`src/core/mscr_pkg.sv`:
```
// Constants and carrier types for the module system controller reset block
// Behaviour
// jtag_target_select low routes JTAG to FPGA, high to the controller.
// power_good_out is low while power_enable_in is low or supplies invalid.
// power_enable_in low pulls the FPGA power-on reset line low.
// fpga_program_n held low until every module supply is stable.
// external_reset_n low places the FPGA in reset.
// power_enable_in gates reset only; never switches off supply converters.
// Two indicators; after configuration done, user design controls them.
// Baseboard keeps I/Os high impedance until power_good_out rises.
// Release FPGA reset only when supplies, enable and reset input all good.
package mscr_pkg;

  // Minimum time all release conditions must hold before reset is released
  localparam int unsigned RELEASE_HOLD_NS = 1000;
  localparam int unsigned CLOCK_PERIOD_NS = 20;
  localparam int unsigned RELEASE_HOLD_CYC =
    (RELEASE_HOLD_NS + CLOCK_PERIOD_NS - 1) / CLOCK_PERIOD_NS;
  localparam int unsigned HOLD_W = $clog2(RELEASE_HOLD_CYC + 1);
  localparam logic [HOLD_W-1:0] HOLD_LAST =
    HOLD_W'(RELEASE_HOLD_CYC - 1);

  // Heartbeat blink while waiting for configuration: 2**22 cycles, ~84 ms
  localparam int unsigned BLINK_W = 22;

  typedef enum logic [1:0] {
    mscr_hold,
    mscr_settle,
    mscr_run
  } mscr_state_e;

  // Asynchronous board-level inputs, sampled through synchronisers
  typedef struct packed {
    logic supplies_ok;
    logic power_enable_in;
    logic external_reset_n;
    logic jtag_target_select;
    logic config_done;
  } mscr_pins_s;

  localparam int unsigned PINS_W = $bits(mscr_pins_s);
  localparam logic [PINS_W-1:0] PINS_RESET = PINS_W'(5'h00);

  typedef struct packed {
    logic green;
    logic red;
  } mscr_leds_s;

endpackage

```
`src/core/mscr_sync.sv`:
```
// Two-flop synchroniser bank for the board-level inputs
`timescale 1ns/1ns
`default_nettype none
module mscr_sync #(
  parameter int unsigned WIDTH = 1
) (
  // Clock and reset
  input  wire logic             clock,
  input  wire logic             rst,
  // Data
  input  wire logic [WIDTH-1:0] async_in,
  output logic      [WIDTH-1:0] sync_out
);

  logic [WIDTH-1:0] stage1;

  // Reset value zero keeps every derived enable deasserted except jtag_to_fpga
  always_ff @(posedge clock) begin
    if (rst) begin
      stage1   <= '0;
      sync_out <= '0;
    end else begin
      stage1   <= async_in;
      sync_out <= stage1;
    end
  end

endmodule
`default_nettype wire

```
`src/core/mscr_top.sv`:
```
// Reset and power sequencing core of the module system controller
`timescale 1ns/1ns
`default_nettype none
module mscr_top (
  // Clock and reset
  input  wire logic                 clock,
  input  wire logic                 rst,
  // Baseboard side
  input  wire logic                 power_enable_in,
  input  wire logic                 external_reset_n,
  input  wire logic                 jtag_target_select,
  output logic                      power_good_out,
  // Module supply monitor and FPGA status
  input  wire logic                 supplies_ok,
  input  wire logic                 config_done,
  // FPGA reset pins
  output logic                      fpga_program_n,
  output logic                      fpga_por_n,
  // JTAG routing
  output logic                      jtag_to_fpga,
  output logic                      jtag_to_controller,
  // Indicators
  input  wire mscr_pkg::mscr_leds_s user_leds,
  output logic                      green_indicator,
  output logic                      red_indicator
);
  import mscr_pkg::*;

  // Divider width: the blink phase toggles once per full count
  localparam int unsigned TICK_W = BLINK_W - 1;

  mscr_pins_s        pins_raw;
  mscr_pins_s        pins;
  mscr_state_e       state;
  mscr_state_e       next_state;
  logic [HOLD_W-1:0] hold_cnt;
  logic [TICK_W-1:0] blink_cnt;
  logic              blink_tick;
  logic              blink_phase;
  logic              in_run;
  logic              all_good;
  logic              cfg_seen;

  assign pins_raw = '{supplies_ok:        supplies_ok,
                      power_enable_in:    power_enable_in,
                      external_reset_n:   external_reset_n,
                      jtag_target_select: jtag_target_select,
                      config_done:        config_done};

  // Each pin crosses on its own; a one-cycle skew between them is
  // absorbed because release needs a long unbroken good window
  mscr_sync #(
    .WIDTH (PINS_W)
  ) u_sync (
    .clock    (clock),
    .rst      (rst),
    .async_in (pins_raw),
    .sync_out (pins)
  );

  ////////////////////////////////////////////////////////////////////////
  // Release condition

  // Enable only steers reset; no supply control output exists at all
  assign all_good = pins.supplies_ok & pins.power_enable_in
                  & pins.external_reset_n;

  ////////////////////////////////////////////////////////////////////////
  // Sequencer

  // Release waits for an unbroken run of good inputs, then holds run
  always_comb begin
    next_state = state;
    unique case (state)
      mscr_hold: begin
        if (all_good) begin
          next_state = mscr_settle;
        end
      end
      mscr_settle: begin
        if (!all_good) begin
          next_state = mscr_hold;
        end else if (hold_cnt == HOLD_LAST) begin
          next_state = mscr_run;
        end
      end
      mscr_run: begin
        if (!all_good) begin
          next_state = mscr_hold;
        end
      end
      // Unused code falls back to holding the FPGA in reset
      default: begin
        next_state = mscr_hold;
      end
    endcase
  end

  always_ff @(posedge clock) begin
    if (rst) begin
      state <= mscr_hold;
    end else begin
      state <= next_state;
    end
  end

  // Conditions must stay good for the whole window; any glitch restarts it
  always_ff @(posedge clock) begin
    if (rst || state != mscr_settle) begin
      hold_cnt <= '0;
    end else begin
      hold_cnt <= hold_cnt + HOLD_W'(1);
    end
  end

  ////////////////////////////////////////////////////////////////////////
  // Reset and power-good outputs

  // Decoded once; the indicators and the handover flag share it
  assign in_run = (state == mscr_run);

  // Driven from next_state so release and state change share one edge
  always_ff @(posedge clock) begin
    if (rst) begin
      fpga_program_n <= 1'b0;
    end else begin
      // Held low through supply settle and any reset request
      fpga_program_n <= (next_state == mscr_run);
    end
  end

  // Follows the enable pin alone, so a forced low imitates power-on
  always_ff @(posedge clock) begin
    if (rst) begin
      fpga_por_n <= 1'b0;
    end else begin
      fpga_por_n <= pins.power_enable_in;
    end
  end

  // No settle window: the baseboard keys its own I/O release off this
  always_ff @(posedge clock) begin
    if (rst) begin
      power_good_out <= 1'b0;
    end else begin
      power_good_out <= pins.power_enable_in & pins.supplies_ok;
    end
  end

  ////////////////////////////////////////////////////////////////////////
  // JTAG routing

  // Two flops from one source can never select both targets at once
  always_ff @(posedge clock) begin
    if (rst) begin
      jtag_to_fpga <= 1'b1;
    end else begin
      jtag_to_fpga <= ~pins.jtag_target_select;
    end
  end

  always_ff @(posedge clock) begin
    if (rst) begin
      jtag_to_controller <= 1'b0;
    end else begin
      jtag_to_controller <= pins.jtag_target_select;
    end
  end

  ////////////////////////////////////////////////////////////////////////
  // Indicators

  // Configuration-done seen only while the FPGA is running; lost on reset
  always_ff @(posedge clock) begin
    if (rst || !in_run) begin
      cfg_seen <= 1'b0;
    end else if (pins.config_done) begin
      cfg_seen <= 1'b1;
    end
  end

  // Divider gives a one-cycle tick; the blink phase toggles on it
  always_ff @(posedge clock) begin
    if (rst) begin
      blink_cnt <= '0;
    end else begin
      blink_cnt <= blink_cnt + TICK_W'(1);
    end
  end

  assign blink_tick = (blink_cnt == '1);

  always_ff @(posedge clock) begin
    if (rst) begin
      blink_phase <= 1'b0;
    end else if (blink_tick) begin
      blink_phase <= ~blink_phase;
    end
  end

  // Before handover: green blinks while awaiting configuration
  always_ff @(posedge clock) begin
    if (rst) begin
      green_indicator <= 1'b0;
    end else if (cfg_seen) begin
      green_indicator <= user_leds.green;
    end else begin
      green_indicator <= in_run & blink_phase;
    end
  end

  // Before handover: red stays lit for as long as the FPGA is held
  always_ff @(posedge clock) begin
    if (rst) begin
      red_indicator <= 1'b1;
    end else if (cfg_seen) begin
      red_indicator <= user_leds.red;
    end else begin
      red_indicator <= ~in_run;
    end
  end

endmodule
`default_nettype wire

```
`config.mk`:
```
export PLATFORM = sky130hd
export DESIGN_NAME = mscr_top
export DESIGN_NICKNAME = d
export VERILOG_FILES = /design/src/core/mscr_pkg.sv /design/src/core/mscr_sync.sv /design/src/core/mscr_top.sv
export SDC_FILE = /design/constraint.sdc
export NUM_CORES = 1
export LEC_CHECK = 0
export BUFFER_PORTS_ARGS = -buffer_cell sky130_fd_sc_hd__buf_2
export CORE_ASPECT_RATIO = 1.25
export CORE_UTILIZATION = 30
export DETAILED_ROUTE_END_ITERATION = 8
export GPL_ROUTABILITY_DRIVEN = 0
export PLACE_DENSITY = 0.56
export SYNTH_ARGS = -nofsm -noshare
export SYNTH_HDL_FRONTEND = slang
export SYNTH_SLANG_ARGS = --single-unit
```
`constraint.sdc`:
```
create_clock -name clock -period 1.6 [get_ports clock]
set_input_delay 0.4 -clock clock [delete_from_list [all_inputs] [get_ports clock]]
set_output_delay 0.4 -clock clock [all_outputs]
set_load 0.05 [all_outputs]
```
# ---- Word-level counts from Yosys, hierarchy flattened
# Index checks and enable logic that the tools add are counted.
dict set report word_totals {
  reg_bits 48
  word_cells 39
}
dict set report op_classes {
  add_sub_neg 2
  eq_ne 6
  muxes 7
  n_bitwise 6
  reduce_logical 4
}
# operator n
set ops {}
lappend ops {{21-bit by 1-bit adder with 21-bit output (second input constant)} 1}
lappend ops {{21-bit equality test (second input constant)} 1}
lappend ops {{2-bit 2-to-1 mux} 4}
lappend ops {{6-bit by 1-bit adder with 6-bit output (second input constant)} 1}
lappend ops {{6-bit equality test (second input constant)} 1}
lappend ops {{2-bit one-hot mux with 3 select lines} 1}
lappend ops {{2-bit equality test (second input constant)} 2}
lappend ops {{1-bit AND} 3}
lappend ops {{1-bit NOT} 3}
lappend ops {{2-bit by 1-bit equality test with 1-bit output (second input constant)} 1}
lappend ops {{2-bit zero test} 1}
lappend ops {{1-bit logical OR} 2}
lappend ops {{1-bit 2-to-1 mux} 2}
lappend ops {{2-bit by 1-bit inequality test with 1-bit output (second input constant)} 1}
lappend ops {{1-bit zero test} 1}

# ---- Depth between registers and ports, before layout
dict set report logic_depth {
  ltp_word 5
  mapped_depth 6
}

# ---- Cells and area by module
# A second synthesis with hierarchy kept.
dict set report unflattened {
  hier_cells 180
  hier_area_um2 1816.7
}
# mod instances cells_each area_each_um2 seq_area_each_um2
set by_module_without_submodules {}
lappend by_module_without_submodules {mscr_top 1 160 1554.0 760.7}
lappend by_module_without_submodules {mscr_sync 1 20 262.8 200.2}

# ---- Least setup slack after synthesis
# Ideal clock, no wire load.
dict set report synth_path {
  path_kind {reg2reg}
  start {register blink_cnt[0]}
  end {register blink_cnt[18]}
  setup_ps 70
  arrival_ps 1363
  t_required_ps 1530
  path_slack_ps 167
  stages_incl_launch_ff 7
  n_path_buf 1
  period_less_slack_ps 1433
  cell_sequence {dfxtp_1 ha_1 and4_1 buf_4 nand3_1 or3_1 a21oi_1}
}
dict set report synth_via {
  elab_chain_len 1
}
# element line_no
set synth_rtl {}
lappend synth_rtl {{start: declaration} mscr_top.sv:37} ;# logic [TICK_W-1:0] blink_cnt;
lappend synth_rtl {{start signal: assignment} mscr_top.sv:187} ;# blink_cnt <= blink_cnt + TICK_W'(1);
lappend synth_rtl {{21-bit by 1-bit adder with 21-bit output} mscr_top.sv:187}
# No other way between the ends.
# A chain may end at the register's enable or synchronous reset.

# ---- Worst setup path in the final report
dict set report layout_path {
  start {register blink_cnt[0]}
  end {register blink_phase}
}
dict set report layout_via {
  elab_chain_len 1
}
# element line_no
set layout_rtl {}
lappend layout_rtl {{21-bit equality test} mscr_top.sv:191} ;# assign blink_tick = (blink_cnt == '1);
lappend layout_rtl {{end signal: assignment} mscr_top.sv:197} ;# blink_phase <= ~blink_phase;
lappend layout_rtl {{end: declaration} mscr_top.sv:39} ;# logic blink_phase;
# No other way between the ends.

==> impl_metrics.tcl <==
set metrics [dict create \
    utilization 0.3709 \
    required_ns 1.84 \
    viasPerCell 4.603 \
    grt_pass1_wl_um 5112 \
    worstPathMaxFanout 4 \
    grt_pass1_vias 1199 \
    ys_types 32 \
    p_leak_nw 0.8205 \
    cts_made_buffers 5 \
    totalWireLength_um 2971 \
    setup_violations 0 \
    grt.total_usage 0.1057 \
    fin_tns_setup_ns 0 \
    dieHeight_um 88.59 \
    start_kind "flop" \
    seq_area_sq_um 962.2 \
    grtUsageMet3 0.03531 \
    initial_utilization 0.3113 \
    cp_slowest_cell "dfxtp_2" \
    yosys_warnings 0 \
    antenna_found_initial 0 \
    fin_skew_ns 0.008883 \
    synth.top_cell.area_share 0.5341 \
    grt_max_degree 17 \
    fmax_mhz 683.7 \
    crit_chain "ha_1 -> and4_4 -> buf_4 -> nand3_1 -> or3_1 -> a21oi_1" \
    antenna_cells 0 \
    vias 1275 \
    status "completed" \
    fin_cells 277 \
    cts_tree "yes" \
    hold_path_class "primary input to flop" \
    final_area_sq_um 2143 \
    syn-num-nets 194 \
    cts.htree.levels 2 \
    rows 31 \
    syn_to_final_growth_pct 19.12 \
    multi_input_area_sq_um 773.2 \
    dieArea_sq_um 6313 \
    yosys.area.top_type "dfxtp_1" \
    ir_worst_vdd_mv 0.4716 \
    overflow 0 \
    worstMarginPinSlew_ns 0.4523 \
    hpwlAfterDp_um 2108 \
    end_kind "flop" \
    syn_area_per_cell_sq_um 9.886 \
    final-max-slew-violation-count 0 \
    cts_setup_buffers 0 \
    postCtsHoldBufs 0 \
    synth_area_leaders "dfxtp_1 (53%), xor2_1 (5.8%), nor2b_1 (4.9%), nor2_1 (4.4%), a21oi_1 (3.1%)" \
    grt_busiest_layer "met2" \
    core_region_area_sq_um 5779 \
    die_w_um 71.27 \
    crit_arrival_ns 1.70 \
    power_density_nw_per_um2 1091 \
    cts_root_buffer "clkbuf_8" \
    dp_cells 269 \
    port_buffers 15 \
    finalCritPeriodShare 0.9142 \
    cts_buffer_depth 2 \
    drive_gt1_frac 0.2133 \
    period_needed_ns 1.463 \
    syn_inst 182 \
    placed_area_sq_um 1996 \
    critPathBufInv 1 \
    drc 0 \
    drtAntennaViolNets 0 \
    routedWlPerCell_um 10.73 \
    crit_family "simple AND/OR/NAND/NOR gates" \
    ioPinCount 16 \
    drt_pre_antenna_iters 4 \
    nFillCells 577 \
    clk_latency_ns 0.31 \
    drt_iter0_drc 45 \
    fin_nets 222 \
    cap_violations 0 \
    rsz0062_at_grt "no" \
    critical_path_class "flop to flop" \
    synth-seq-area-share 0.5341 \
    synth.cell_area_sq_um 1799 \
    use_met2 0.1654 \
    maxSlewHeadroom 0.6943 \
    clk_pin_slew_ns 0.09 \
    cts.sinks 48 \
    cpPeakStageDelay_ns 0.34 \
    ys_ff_latch 48 \
    gr-usage-met1 0.1261 \
    hold_violations 0 \
]
## power breakdown
group / total [mW] / internal, mW / switching, mW / leakage, nW
clock network: 1.05 / 0.629 / 0.423 / 0.0687
registers: 1.22 / 1.21 / 0.00711 / 0.390
logic: 0.0650 / 0.0300 / 0.0350 / 0.362
total: 2.34 / 1.87 / 0.466 / 0.821
## per-stage QoR
| stage | hold slack [ns] | total power [mW] | setup WS, ns |
|---|---|---|---|
| final | 0.3027 | 2.339 | 0.1373 |
| after global routing | 0.2914 | 2.416 | 0.01731 |
| after CTS | 0.2928 | 2.367 | 0.07901 |
| after detailed placement | 0.4284 | 1.315 | 0.1018 |
| after global placement | 0.4169 | 1.314 | 0.1483 |
| after floorplan | 0.4129 | 1.292 | 0.1671 |
## synthesized netlist by cell type, drive strengths merged
cell    count
a21oi      11
a311oi      1
and2        2
and3        3
and4        3
buf         4
clkbuf      4
dfxtp      48
ha          3
inv         2
mux2i       1
nand2       9
nand2b      2
nand3      10
nand4       6
nand4b      1
nor2       21
nor2b      14
nor3        1
nor3b       1
nor4bb      1
o21ai       9
or3         8
or3b        1
or4         1
xnor2       3
xor2       12
## area by class of cell
cell class              count  share of cell area
multi-input cells         124              0.3608
well taps                  66             0.03853
repair buffers             29             0.08406
flip-flops and latches     48              0.4489
inverters                   2            0.003503
clock inverters             3             0.03211
clock buffers               5             0.03211
## state kept, by name, summed over array words and instances (netlist names)
register	cells
blink_cnt	21
blink_phase	1
cfg_seen	1
fpga_por_n	1
fpga_program_n	1
green_indicator	1
hold_cnt	6
jtag_to_controller	1
jtag_to_fpga	1
power_good_out	1
red_indicator	1
state	2
u_sync.stage1	5
u_sync.sync_out	5
## worst paths after layout
check	endpoint	slack, ns	startpoint	depth (start not counted)
max	blink_phase	0.14	blink_cnt[0]	6
min	u_sync.stage1[2]	0.30	external_reset_n	2
max reg2reg	blink_phase	0.14	blink_cnt[0]	6
min reg2reg	blink_cnt[0]	0.41	blink_cnt[0]	1
## worst reg2reg max path: stages (launching register included)
cell	delay [ns]
dfxtp_2	0.34
ha_1	0.17
and4_4	0.24
buf_4	0.13
nand3_1	0.08
or3_1	0.31
a21oi_1	0.13
## timing repair
action                     CTS  global route
resized for setup            0             4
hold endpoints to repair     0             0
setup endpoints to repair    0             3
## logic make-up after synthesis
family / share of synthesized area
adders and majority gates: 0.02086
AOI/OAI and AO/OA: 0.06050
muxes: 0.005564
buffers and inverters: 0.04103
DFF: 0.5341
and+or+nand+nor: 0.2650
xor gates and xnor gates: 0.07302
## routing by layer
layer | vias up | part of all wire | routed length [um]
li1 | 669 | - | -
met1 | 580 | 0.50 | 1475
met2 | 19 | 0.45 | 1323
met3 | 7 | 0.035 | 105
met4 | 0 | 0.022 | 66
met5 | - | 0 | 0
## layout by cell type (no fill, tap or decap), types with 2 or more instances in the layout
cell type  count
a21oi_1       11
and2_1         2
and3_1         2
buf_2         15
buf_4         14
bufinv_16      2
clkbuf_8       5
dfxtp_1       47
ha_1           3
inv_1          2
nand2_1        9
nand2b_1       2
nand3_1        8
nand3_2        2
nand4_1        5
nor2_1        21
nor2b_1       14
o21ai_0        9
or3_1          8
xnor2_1        3
xor2_1        12
Power figures use the tool's default switching activity.
